$ cat src/hdl/sfd_pkg.sv
// What this block does
// - Select low, opcode 5Ah, 3-byte address, dummy.
// - Sample command, address, dummy on clock rise.
// - After dummy, shift table bytes on falls.
// - Output starts at the low 8 bits of the supplied address.
// - Address advances by one after each byte.
// - Past highest address, wrap to zero, continue.
// - Select high stops the transfer at once.
// - Command ignored while a write cycle busy.
// - Bytes 00h-03h hold the 53h 46h 44h 50h signature.
// - Byte 04h minor 00h, byte 05h major 01h.
// - Byte 06h header count 00h, 07h FFh.
// - Header id 00h, table revision 00h, 01h.
// - Byte 0Bh table length 09h words.
// - Pointer 000030h low byte first, 0Fh FFh.
// - Byte 30h: 4KB erase 01b, write granularity 1b.
// - Byte 30h bits 4:3 00b, 7:5 111b.
// - Byte 31h returns 4KB erase opcode 20h.
// - Table bit 16 set: 1-1-2 read supported.
// - Table bits 18:17 read 00b, 3-byte addressing.
// - Bit 19 clear, bits 20-22 set.
package sfd_pkg;

  // ==========================================================
  // Serial command framing
  localparam logic [7:0] SFD_OPC_READ    = 8'h5A;
  localparam logic [4:0] SFD_CMD_LAST    = 5'h07;
  localparam logic [4:0] SFD_ADDR_LAST   = 5'h17;
  localparam logic [4:0] SFD_DUMMY_LAST  = 5'h07;
  localparam logic [4:0] SFD_BYTE_LAST   = 5'h07;
  localparam int         SFD_TBL_AW      = 8;

  // ==========================================================
  // Parameter table contents
  localparam logic [7:0] SFD_SIG_B0      = 8'h53;
  localparam logic [7:0] SFD_SIG_B1      = 8'h46;
  localparam logic [7:0] SFD_SIG_B2      = 8'h44;
  localparam logic [7:0] SFD_SIG_B3      = 8'h50;
  localparam logic [7:0] SFD_REV_MINOR   = 8'h00;
  localparam logic [7:0] SFD_REV_MAJOR   = 8'h01;
  localparam logic [7:0] SFD_HDR_COUNT   = 8'h00;
  localparam logic [7:0] SFD_HDR_ID      = 8'h00;
  localparam logic [7:0] SFD_TBL_LEN     = 8'h09;
  localparam logic [7:0] SFD_TBL_PTR_B0  = 8'h30;
  localparam logic [7:0] SFD_TBL_PTR_B12 = 8'h00;
  localparam logic [7:0] SFD_RSVD_BYTE   = 8'hFF;
  // {rsvd 111b, wren 00b, write gran 1b, erase 01b}
  localparam logic [7:0] SFD_BPT_B0      = 8'hE5;
  localparam logic [7:0] SFD_BPT_ERASE4K = 8'h20;
  // {rsvd 1b, 1-1-4, 1-4-4, 1-2-2, no dtr, addr 00b, 1-1-2}
  localparam logic [7:0] SFD_BPT_B2      = 8'hF1;

  // ==========================================================
  // Register map, AXI4-Lite
  localparam int         SFD_AXI_AW      = 8;
  localparam logic [7:0] SFD_REG_CTRL    = 8'h00;
  localparam logic [7:0] SFD_REG_STAT    = 8'h04;
  localparam logic [1:0] SFD_RESP_OKAY   = 2'h0;
  localparam logic [1:0] SFD_RESP_SLVERR = 2'h2;

  typedef enum logic [2:0] {
    SFD_ST_IDLE  = 3'h0,
    SFD_ST_CMD   = 3'h1,
    SFD_ST_ADDR  = 3'h3,
    SFD_ST_DUMMY = 3'h2,
    SFD_ST_DATA  = 3'h6,
    SFD_ST_IGN   = 3'h4
  } sfd_state_e;

  typedef struct packed {
    logic cs_n;
    logic sck;
    logic sdi;
  } sfd_spi_in_s;

  typedef struct packed {
    logic sdo;
    logic sdo_oe;
  } sfd_spi_out_s;

  typedef struct packed {
    logic [30:0] rsvd;
    logic        busy;
  } sfd_ctrl_s;

  typedef struct packed {
    logic [15:0]           rsvd_hi;
    logic [SFD_TBL_AW-1:0] addr;
    logic [4:0]            rsvd_lo;
    sfd_state_e            st;
  } sfd_stat_s;

  function automatic logic [7:0] sfd_table(input logic [SFD_TBL_AW-1:0] a);
    case (a)
      8'h00:   sfd_table = SFD_SIG_B0;
      8'h01:   sfd_table = SFD_SIG_B1;
      8'h02:   sfd_table = SFD_SIG_B2;
      8'h03:   sfd_table = SFD_SIG_B3;
      8'h04:   sfd_table = SFD_REV_MINOR;
      8'h05:   sfd_table = SFD_REV_MAJOR;
      8'h06:   sfd_table = SFD_HDR_COUNT;
      8'h08:   sfd_table = SFD_HDR_ID;
      8'h09:   sfd_table = SFD_REV_MINOR;
      8'h0A:   sfd_table = SFD_REV_MAJOR;
      8'h0B:   sfd_table = SFD_TBL_LEN;
      8'h0C:   sfd_table = SFD_TBL_PTR_B0;
      8'h0D:   sfd_table = SFD_TBL_PTR_B12;
      8'h0E:   sfd_table = SFD_TBL_PTR_B12;
      8'h30:   sfd_table = SFD_BPT_B0;
      8'h31:   sfd_table = SFD_BPT_ERASE4K;
      8'h32:   sfd_table = SFD_BPT_B2;
      default: sfd_table = SFD_RSVD_BYTE;
    endcase
  endfunction

endpackage

$ cat src/hdl/sfd_param_read.sv
`timescale 1ns/1ps
`default_nettype none
module sfd_param_read (
  input  wire logic                          aclk,
  input  wire logic                          aresetn,
  input  wire sfd_pkg::sfd_spi_in_s          spi_i,
  output var  sfd_pkg::sfd_spi_out_s         spi_o,
  input  wire logic [sfd_pkg::SFD_AXI_AW-1:0] s_axi_awaddr,
  input  wire logic                          s_axi_awvalid,
  output logic                               s_axi_awready,
  input  wire logic [31:0]                   s_axi_wdata,
  input  wire logic [3:0]                    s_axi_wstrb,
  input  wire logic                          s_axi_wvalid,
  output logic                               s_axi_wready,
  output logic [1:0]                         s_axi_bresp,
  output logic                               s_axi_bvalid,
  input  wire logic                          s_axi_bready,
  input  wire logic [sfd_pkg::SFD_AXI_AW-1:0] s_axi_araddr,
  input  wire logic                          s_axi_arvalid,
  output logic                               s_axi_arready,
  output logic [31:0]                        s_axi_rdata,
  output logic [1:0]                         s_axi_rresp,
  output logic                               s_axi_rvalid,
  input  wire logic                          s_axi_rready
);
  import sfd_pkg::*;

  // ==========================================================
  // State
  typedef struct packed {
    sfd_spi_in_s           s1;
    sfd_spi_in_s           s2;
    logic                  sck_d;
    sfd_state_e            st;
    logic [4:0]            bits;
    logic [23:0]           sh_in;
    logic [SFD_TBL_AW-1:0] addr;
    logic [7:0]            sh_out;
    sfd_spi_out_s          spo;
    logic                  busy;
    logic                  aw_h;
    logic                  w_h;
    logic [SFD_AXI_AW-1:0] awaddr;
    logic [31:0]           wdata;
    logic [3:0]            wstrb;
    logic                  bvalid;
    logic [1:0]            bresp;
    logic                  rvalid;
    logic [31:0]           rdata;
    logic [1:0]            rresp;
  } sfd_regs_s;

  sfd_regs_s  r_reg;
  sfd_regs_s  r_next;
  logic       rise;
  logic       fall;
  logic [7:0] opc;
  logic [7:0] byte_out;
  logic [7:0] tbl_byte;
  sfd_ctrl_s  ctrl_v;
  sfd_stat_s  stat_v;

  // Edges found on the second sync stage only
  assign rise = r_reg.s2.sck & ~r_reg.sck_d;
  assign fall = ~r_reg.s2.sck & r_reg.sck_d;
  assign opc  = {r_reg.sh_in[6:0], r_reg.s2.sdi};

  assign spi_o         = r_reg.spo;
  assign s_axi_awready = ~r_reg.aw_h & ~r_reg.bvalid;
  assign s_axi_wready  = ~r_reg.w_h & ~r_reg.bvalid;
  assign s_axi_bvalid  = r_reg.bvalid;
  assign s_axi_bresp   = r_reg.bresp;
  assign s_axi_arready = ~r_reg.rvalid;
  assign s_axi_rvalid  = r_reg.rvalid;
  assign s_axi_rdata   = r_reg.rdata;
  assign s_axi_rresp   = r_reg.rresp;

  // ==========================================================
  // Next state
  always_comb begin
    r_next   = r_reg;
    byte_out = r_reg.sh_out;
    ctrl_v   = '0;
    stat_v   = '0;
    r_next.s1    = spi_i;
    r_next.s2    = r_reg.s1;
    r_next.sck_d = r_reg.s2.sck;

    if (r_reg.s2.cs_n) begin
      // Deselect ends everything, even mid-byte
      r_next.st   = SFD_ST_IDLE;
      r_next.bits = '0;
      r_next.spo  = '0;
    end else begin
      case (r_reg.st)
        SFD_ST_IDLE: begin
          r_next.st   = SFD_ST_CMD;
          r_next.bits = '0;
        end
        SFD_ST_CMD: begin
          if (rise) begin
            r_next.sh_in = {r_reg.sh_in[22:0], r_reg.s2.sdi};
            r_next.bits  = r_reg.bits + 5'h01;
            if (r_reg.bits == SFD_CMD_LAST) begin
              r_next.bits = '0;
              // Busy write cycle: drop the command, leave the cycle alone
              if (r_reg.busy || opc != SFD_OPC_READ) begin
                r_next.st = SFD_ST_IGN;
              end else begin
                r_next.st = SFD_ST_ADDR;
              end
            end
          end
        end
        SFD_ST_ADDR: begin
          if (rise) begin
            r_next.sh_in = {r_reg.sh_in[22:0], r_reg.s2.sdi};
            r_next.bits  = r_reg.bits + 5'h01;
            if (r_reg.bits == SFD_ADDR_LAST) begin
              r_next.bits = '0;
              r_next.st   = SFD_ST_DUMMY;
              // Upper address bits alias onto the table space
              r_next.addr = opc[SFD_TBL_AW-1:0];
            end
          end
        end
        SFD_ST_DUMMY: begin
          if (rise) begin
            r_next.bits = r_reg.bits + 5'h01;
            if (r_reg.bits == SFD_DUMMY_LAST) begin
              r_next.bits = '0;
              r_next.st   = SFD_ST_DATA;
            end
          end
        end
        SFD_ST_DATA: begin
          if (fall) begin
            if (r_reg.bits == '0) begin
              byte_out = sfd_table(r_reg.addr);
            end
            r_next.spo.sdo    = byte_out[7];
            r_next.spo.sdo_oe = 1'b1;
            r_next.sh_out     = {byte_out[6:0], 1'b0};
            r_next.bits       = r_reg.bits + 5'h01;
            if (r_reg.bits == SFD_BYTE_LAST) begin
              r_next.bits = '0;
              // Counter width makes the top address roll to zero
              r_next.addr = r_reg.addr + 1'b1;
            end
          end
        end
        SFD_ST_IGN: begin
          r_next.st = SFD_ST_IGN;
        end
        default: begin
          r_next.st = SFD_ST_IDLE;
        end
      endcase
    end

    // AXI4-Lite write: address and data taken in either order
    if (s_axi_awvalid && s_axi_awready) begin
      r_next.aw_h   = 1'b1;
      r_next.awaddr = s_axi_awaddr;
    end
    if (s_axi_wvalid && s_axi_wready) begin
      r_next.w_h   = 1'b1;
      r_next.wdata = s_axi_wdata;
      r_next.wstrb = s_axi_wstrb;
    end
    if (r_reg.aw_h && r_reg.w_h) begin
      r_next.aw_h   = 1'b0;
      r_next.w_h    = 1'b0;
      r_next.bvalid = 1'b1;
      r_next.bresp  = SFD_RESP_OKAY;
      if (r_reg.awaddr == SFD_REG_CTRL) begin
        if (r_reg.wstrb[0]) begin
          ctrl_v      = sfd_ctrl_s'(r_reg.wdata);
          r_next.busy = ctrl_v.busy;
        end
      end else if (r_reg.awaddr != SFD_REG_STAT) begin
        r_next.bresp = SFD_RESP_SLVERR;
      end
    end
    if (r_reg.bvalid && s_axi_bready) begin
      r_next.bvalid = 1'b0;
    end

    // AXI4-Lite read
    if (s_axi_arvalid && s_axi_arready) begin
      r_next.rvalid = 1'b1;
      r_next.rresp  = SFD_RESP_OKAY;
      // Fresh word: a write landing this cycle must not leak into the read
      ctrl_v        = '0;
      ctrl_v.busy   = r_reg.busy;
      stat_v.addr   = r_reg.addr;
      stat_v.st     = r_reg.st;
      case (s_axi_araddr)
        SFD_REG_CTRL: r_next.rdata = ctrl_v;
        SFD_REG_STAT: r_next.rdata = stat_v;
        default: begin
          r_next.rdata = '0;
          r_next.rresp = SFD_RESP_SLVERR;
        end
      endcase
    end
    if (r_reg.rvalid && s_axi_rready) begin
      r_next.rvalid = 1'b0;
    end
  end

  always_ff @(posedge aclk) begin
    if (!aresetn) begin
      r_reg <= '0;
    end else begin
      r_reg <= r_next;
    end
  end

  assign tbl_byte = sfd_table(r_reg.addr);
endmodule
`default_nettype wire

$ cat config.mk
export PLATFORM = sky130hd
export DESIGN_NAME = sfd_param_read
export DESIGN_NICKNAME = d
export VERILOG_FILES = /design/src/hdl/sfd_pkg.sv /design/src/hdl/sfd_param_read.sv
export SDC_FILE = /design/constraint.sdc
export NUM_CORES = 1
export LEC_CHECK = 0
export ABC_AREA = 1
export BUFFER_PORTS_ARGS = -buffer_cell sky130_fd_sc_hd__buf_2
export CAP_MARGIN = 20
export CELL_PAD_IN_SITES_DETAIL_PLACEMENT = 1
export CELL_PAD_IN_SITES_GLOBAL_PLACEMENT = 2
export CORE_MARGIN = 2
export CORE_UTILIZATION = 26
export CTS_CLUSTER_DIAMETER = 40
export DETAILED_ROUTE_END_ITERATION = 8
export GPL_TIMING_DRIVEN = 0
export HOLD_SLACK_MARGIN = 0.06
export PLACE_DENSITY = 0.79
export SYNTH_ARGS = -nofsm -noshare
export SYNTH_HDL_FRONTEND = slang
export SYNTH_SLANG_ARGS = --single-unit
$ cat constraint.sdc
create_clock -name aclk -period 2 [get_ports aclk]
set_input_delay 0.6 -clock aclk [delete_from_list [all_inputs] [get_ports aclk]]
set_output_delay 0.6 -clock aclk [all_outputs]
set_load 0.005 [all_outputs]
==> results of run 1 <==
cells by family after synthesis:
family / after synthesis / share of synthesized area
buffers and inverters: 128 / 0.164
DFF: 75 / 0.385
adders and majority gates: 6 / 0.0193
other: 1 / 0.000962
and+or+nand+nor: 216 / 0.269
AOI/OAI and AO/OA: 113 / 0.161
per-layer routing:
metal / wire length [um] / share of wire / vias to the layer above
li1: - / - / 1912
met1: 4990 / 0.45 / 1784
met2: 5510 / 0.49 / 57
met3: 307 / 0.028 / 19
met4: 319 / 0.029 / 0
met5: 0 / 0 / -
critical path, cell delays in order (launching register included):
cell and delay [ns]:
dfxtp_4 0.36, ha_4 0.14, nand2_4 0.06, clkinv_2 0.06, nand2_4 0.06, nand2_4 0.09
buf_4 0.11, buf_4 0.10, nand3_2 0.09, nor2_4 0.11, nand2_1 0.07, nor2_2 0.13
nor2_4 0.05, buf_12 0.14, nor2_8 0.10, nand2_2 0.09, nor2_1 0.10, nor2_1 0.05
cell type report:
type	instances	area [um2]	share of cell area
inverter	78	304	0.0577
clock inverter	6	113	0.0214
buffer	50	349	0.0663
sequential	75	1510	0.287
timing repair buffer	79	495	0.0941
multi-input combinational	358	2030	0.385
clock buffer	10	239	0.0454
tap	184	230	0.0437
worst paths after layout:
kind            endpoint  slack [ns]         from
max                 flop       -0.04   r_reg[127]
min          r_next[135]        0.42  r_next[137]
max reg2reg         flop       -0.04   r_reg[127]
min reg2reg  r_next[135]        0.42  r_next[137]
cells in the mapped netlist (all sizes together):
| cell type | instances |
|---|---|
| and2 | 1 |
| a31oi | 7 |
| a21boi | 1 |
| a211oi | 5 |
| inv | 75 |
| nand3 | 27 |
| nor4 | 4 |
| nand4 | 7 |
| a21oi | 32 |
| o211ai | 4 |
| nor3 | 7 |
| clkbuf | 7 |
| o21a | 1 |
| a221oi | 4 |
| o21ai | 58 |
| o221ai | 1 |
| conb | 1 |
| nand2 | 103 |
| clkinv | 3 |
| nor2 | 67 |
| dfxtp | 75 |
| ha | 6 |
| buf | 43 |
power groups by stage:
stage | registers [mW] | clock network [mW] | logic (mW)
global placement | 1.65 | 0 | 0.455
global route | 1.63 | 2.01 | 0.564
CTS | 1.62 | 1.96 | 0.491
floorplan | 1.63 | 0 | 0.327
detailed placement | 1.65 | 0 | 0.469
finish | 1.62 | 1.91 | 0.494
stage by stage:
step	worst slack, ns	TNS [ns]	hold slack, ns	total power [mW]	cell area, um2
after floorplan	0.0198	0	0.390	1.96	3990
after global placement	-0.299	-4.39	0.402	2.10	4460
after detailed placement	-0.372	-6.66	0.406	2.12	4460
after CTS	-0.0490	-0.206	0.424	4.07	5160
after global routing	-0.179	-1.17	0.454	4.21	5270
final	-0.0409	-0.147	0.416	4.03	5270
what timing repair did:
item                                   in CTS  in global routing
gates resized for setup                    39                 22
endpoints found under the hold margin       0                  0
buffers inserted                           26                  6
pin swaps                                  29                  9
setup endpoints to repair                   8                 13
==> impl_metrics.toml, run 1 <==
[outcome]
status = "finished, violations left"
violations = "negative setup slack"

[detailed_routing]
dr.pass1.iters = 4
vias = 3772
via_per_inst = 4.49
wl_um = 11100
drc = 0
post_drt_wl_per_cell_um = 13.2
ant_nets = 0
drtIter0Drc = 144

[place]
dp_hpwl_um = 8030
routabilityCongestion = 0.807
dp_cells = 792
port_buffers = 47

[floorplanning]
die_x_um = 126
die_area_um2 = 16000
dieHeight_um = 126
coreArea_um2 = 14600
ios = 105
placement_rows = 44
start_util = 0.267

[sta]
hold_viol = 0
worstMarginPinSlew_ns = 0.513
min_period_over_period = 1.02
rsz0062_at_grt = "true"
clock.fmax_ghz = 0.490
slew_headroom = 0.655
finalClockSkew_ns = 0.00597
post-route-min-period_ns = 2.04
drv_slew = 0
setup_viol_count_final = 5
finalWorstSetupSlack_ns = -0.0409

[grt]
grt_pass1_vias = 3969
grt_pass1_wl_um = 18600
grt_util_all_layers = 0.143
grt_busiest_layer = "met2"
grt_max_degree = 14
met3_usage = 0.0261
met1_usage = 0.171
overflow = 0
grt_use_met2 = 0.245
grt_antenna_before_repair = 0

[power]
p_sw_frac = 0.251
ir_drop_uv = 379
power.switching_mw = 1.01
clkPwrFrac = 0.475
p_int_mw = 3.02
power_frac_comb = 0.123
powerDensity_nw_per_um2 = 765
power_frac_seq = 0.402
leakage_nw = 2.46

[layout]
area_delta_synth_final_pct = 35.2
final_nets = 719
fin_cells = 840
nFillCells = 1809
num_antenna_cells = 0
mostFrequentLayoutCells = "nand2_1, dfxtp_1, buf_4"
final_common_cell = "nand2_1"
drive_above_1_share = 0.325
post-route-util = 0.361

[clock_network]
cts.sinks = 75
cts_buffers = 9
clk_pin_slew_worst_paths_ns = 0.06
cts_tree = "yes"
clk_latency_ns = 0.35
htree_num_levels = 3
root_buffer = "clkbuf_16"
ctsHoldBuffers = 0
clockBufferDepth = 2

[yosys]
synth_area_leaders = "dfxtp_1, nand2_1, buf_4, o21ai_0, inv_1"
syn_area_um2 = 3900
synth-seq-area-share = 0.385
yosysWarnings = 0
yosys.area.top_type_share = 0.385
synth.avg_cell_area_um2 = 7.23
synth_largest_area_cell = "dfxtp_1"
syn-instance-count = 539
synth_seq_cells = 75
yosys.cell_types.count = 39

[hold_path]
holdPathStages = 2
hold_path.class = "reg2reg"

[critical_path]
crit_arrival_ns = 2.28
end_kind = "flop"
critPathLaunchType = "flop"
reg2reg_depth = 17
critPathMaxFanout = 7
crit_required_ns = 2.23
worstSetupPathType = "reg2reg"

[run]
maxCapViolations = 0
(Power assumes the default switching activity.)
==> run 2, diff against run 1 <==
Settings changed: PLACE_DENSITY 0.79 to unset, PLACE_DENSITY_LB_ADDON set to 0.1.
==> impl_metrics.toml, run 2 (synthesis gave the netlist of run 1 again) <==
[outcome]
status = "finished, violations left"
violations = "negative setup slack"

[grt]
grt_util_all_layers = 0.146
grt_antenna_before_repair = 0
grt_pass1_vias = 3949
overflow = 0
grt_pass1_wl_um = 18700
grt_max_degree = 15

[hold_path]
hold_path.class = "reg2reg"

[critical_path]
path_common_cell = "buf_4"
crit_arrival_ns = 2.27
path_cells = "buf_8, nand2_4, nor2_4, buf_4, nand2_4, nand2_2, nor2_4, nand2_2, nand2_2, buf_4, buf_4, buf_4, buf_4, nand3_1, a21oi_1, nor2_1, nor2_1"
end_kind = "flop"
worstSetupPathType = "reg2reg"
cpMaxStageDelayCell = "dfxtp_2"
crit_path_max_incr_delay_ns = 0.33
critPathMaxFanout = 7
crit_required_ns = 2.24
critPathLaunchType = "flop"

[power]
p_sw_frac = 0.258
clkPwrFrac = 0.475
powerDensity_nw_per_um2 = 757
power_mw = 4.03
ir_drop_uv = 442
p_int_mw = 2.99
power_frac_seq = 0.403
leakage_nw = 2.49
power.switching_mw = 1.04
power_frac_comb = 0.122

[detailed_routing]
dr.pass1.iters = 4
post_drt_wl_per_cell_um = 13.2
via_per_inst = 4.41
ant_nets = 0
wl_um = 11100
vias = 3734
drc = 0
drtIter0Drc = 183

[layout]
final_nets = 725
mostFrequentLayoutCells = "nand2_1, buf_4, dfxtp_1"
fin_cells = 846
design_area_um2 = 5330
final_common_cell = "nand2_1"
area_delta_synth_final_pct = 36.7
nFillCells = 1821
num_antenna_cells = 0
drive_above_1_share = 0.340

[sta]
setup_viol_count_final = 3
slew_headroom = 0.608
worstMarginPinSlew_ns = 0.587
fin_setup_tns_ns = -0.0417
hold_viol = 0
drv_slew = 0
rsz0062_at_grt = "true"
post-route-min-period_ns = 2.03
finalClockSkew_ns = 0.00800
clock.fmax_ghz = 0.493
finalWorstSetupSlack_ns = -0.0302
min_period_over_period = 1.02

[clock_network]
clk_pin_slew_worst_paths_ns = 0.06
cts_buffers = 9
cts_tree = "yes"
htree_num_levels = 3
clk_latency_ns = 0.35
cts.sinks = 75
root_buffer = "clkbuf_16"
ctsHoldBuffers = 0
clockBufferDepth = 2

[place]
routabilityCongestion = 0.780
dp_hpwl_um = 8150
port_buffers = 47
place_ws_ns = -0.353
dp_cells = 792
place_area_um2 = 4460

[floorplanning]
placement_rows = 44
die_area_um2 = 16000
dieHeight_um = 126
coreArea_um2 = 14600
ios = 105
start_util = 0.267
die_x_um = 126

[run]
maxCapViolations = 0
[run 2: layout make-up]
cell class	count	area [um2]	area share
multi-input combinational	358	2050	0.385
buffer	50	353	0.0663
clock buffer	9	225	0.0423
tap	184	230	0.0432
timing repair buffer	85	528	0.0992
clock inverter	7	123	0.0230
sequential	75	1520	0.285
inverter	78	303	0.0569
[run 2: final timing paths]
path / from / end / slack (ns) / cells past startpoint
min reg2reg: r_next[137] / r_next[135] / 0.42 / 2
min: r_next[137] / r_next[135] / 0.42 / 2
max: r_reg[133] / flop / -0.03 / 17
max reg2reg: r_reg[133] / flop / -0.03 / 17
[run 2: routing by layer]
metal,track usage,vias up,wire length (um)
li1,-,1921,-
met1,0.170,1754,5020
met2,0.259,47,5630
met3,0.0392,12,360
met4,0.0485,0,129
met5,0,-,0
[run 2: through the flow]
step                hold WS, ns  utilization
floorplan                 0.390            -
global placement          0.405        0.306
detailed placement        0.406        0.306
CTS                       0.422        0.351
global route              0.443        0.365
finish                    0.419        0.365
[run 2: worst max-delay path, delay by kind of cell, from the launching register on]
kind | cells | cell delay [ns]
buffers and inverters | 6 | 0.79
AO/OA/AOI/OAI | 1 | 0.07
AND/OR/NAND/NOR | 10 | 0.75
flip-flops | 1 | 0.33
[run 2: timing repair]
action / CTS / global route
pin swaps: 23 / 32
setup buffers: 23 / 16
gates resized for setup: 36 / 38
endpoints found under the setup margin: 8 / 16
[run 2: power groups by stage]
stage | Combinational, mW | Sequential (mW) | Clock (mW)
finish | 0.493 | 1.63 | 1.91
global route | 0.571 | 1.64 | 2.03
CTS | 0.487 | 1.62 | 1.98
detailed placement | 0.474 | 1.65 | 0
global placement | 0.465 | 1.65 | 0
floorplan | 0.327 | 1.63 | 0
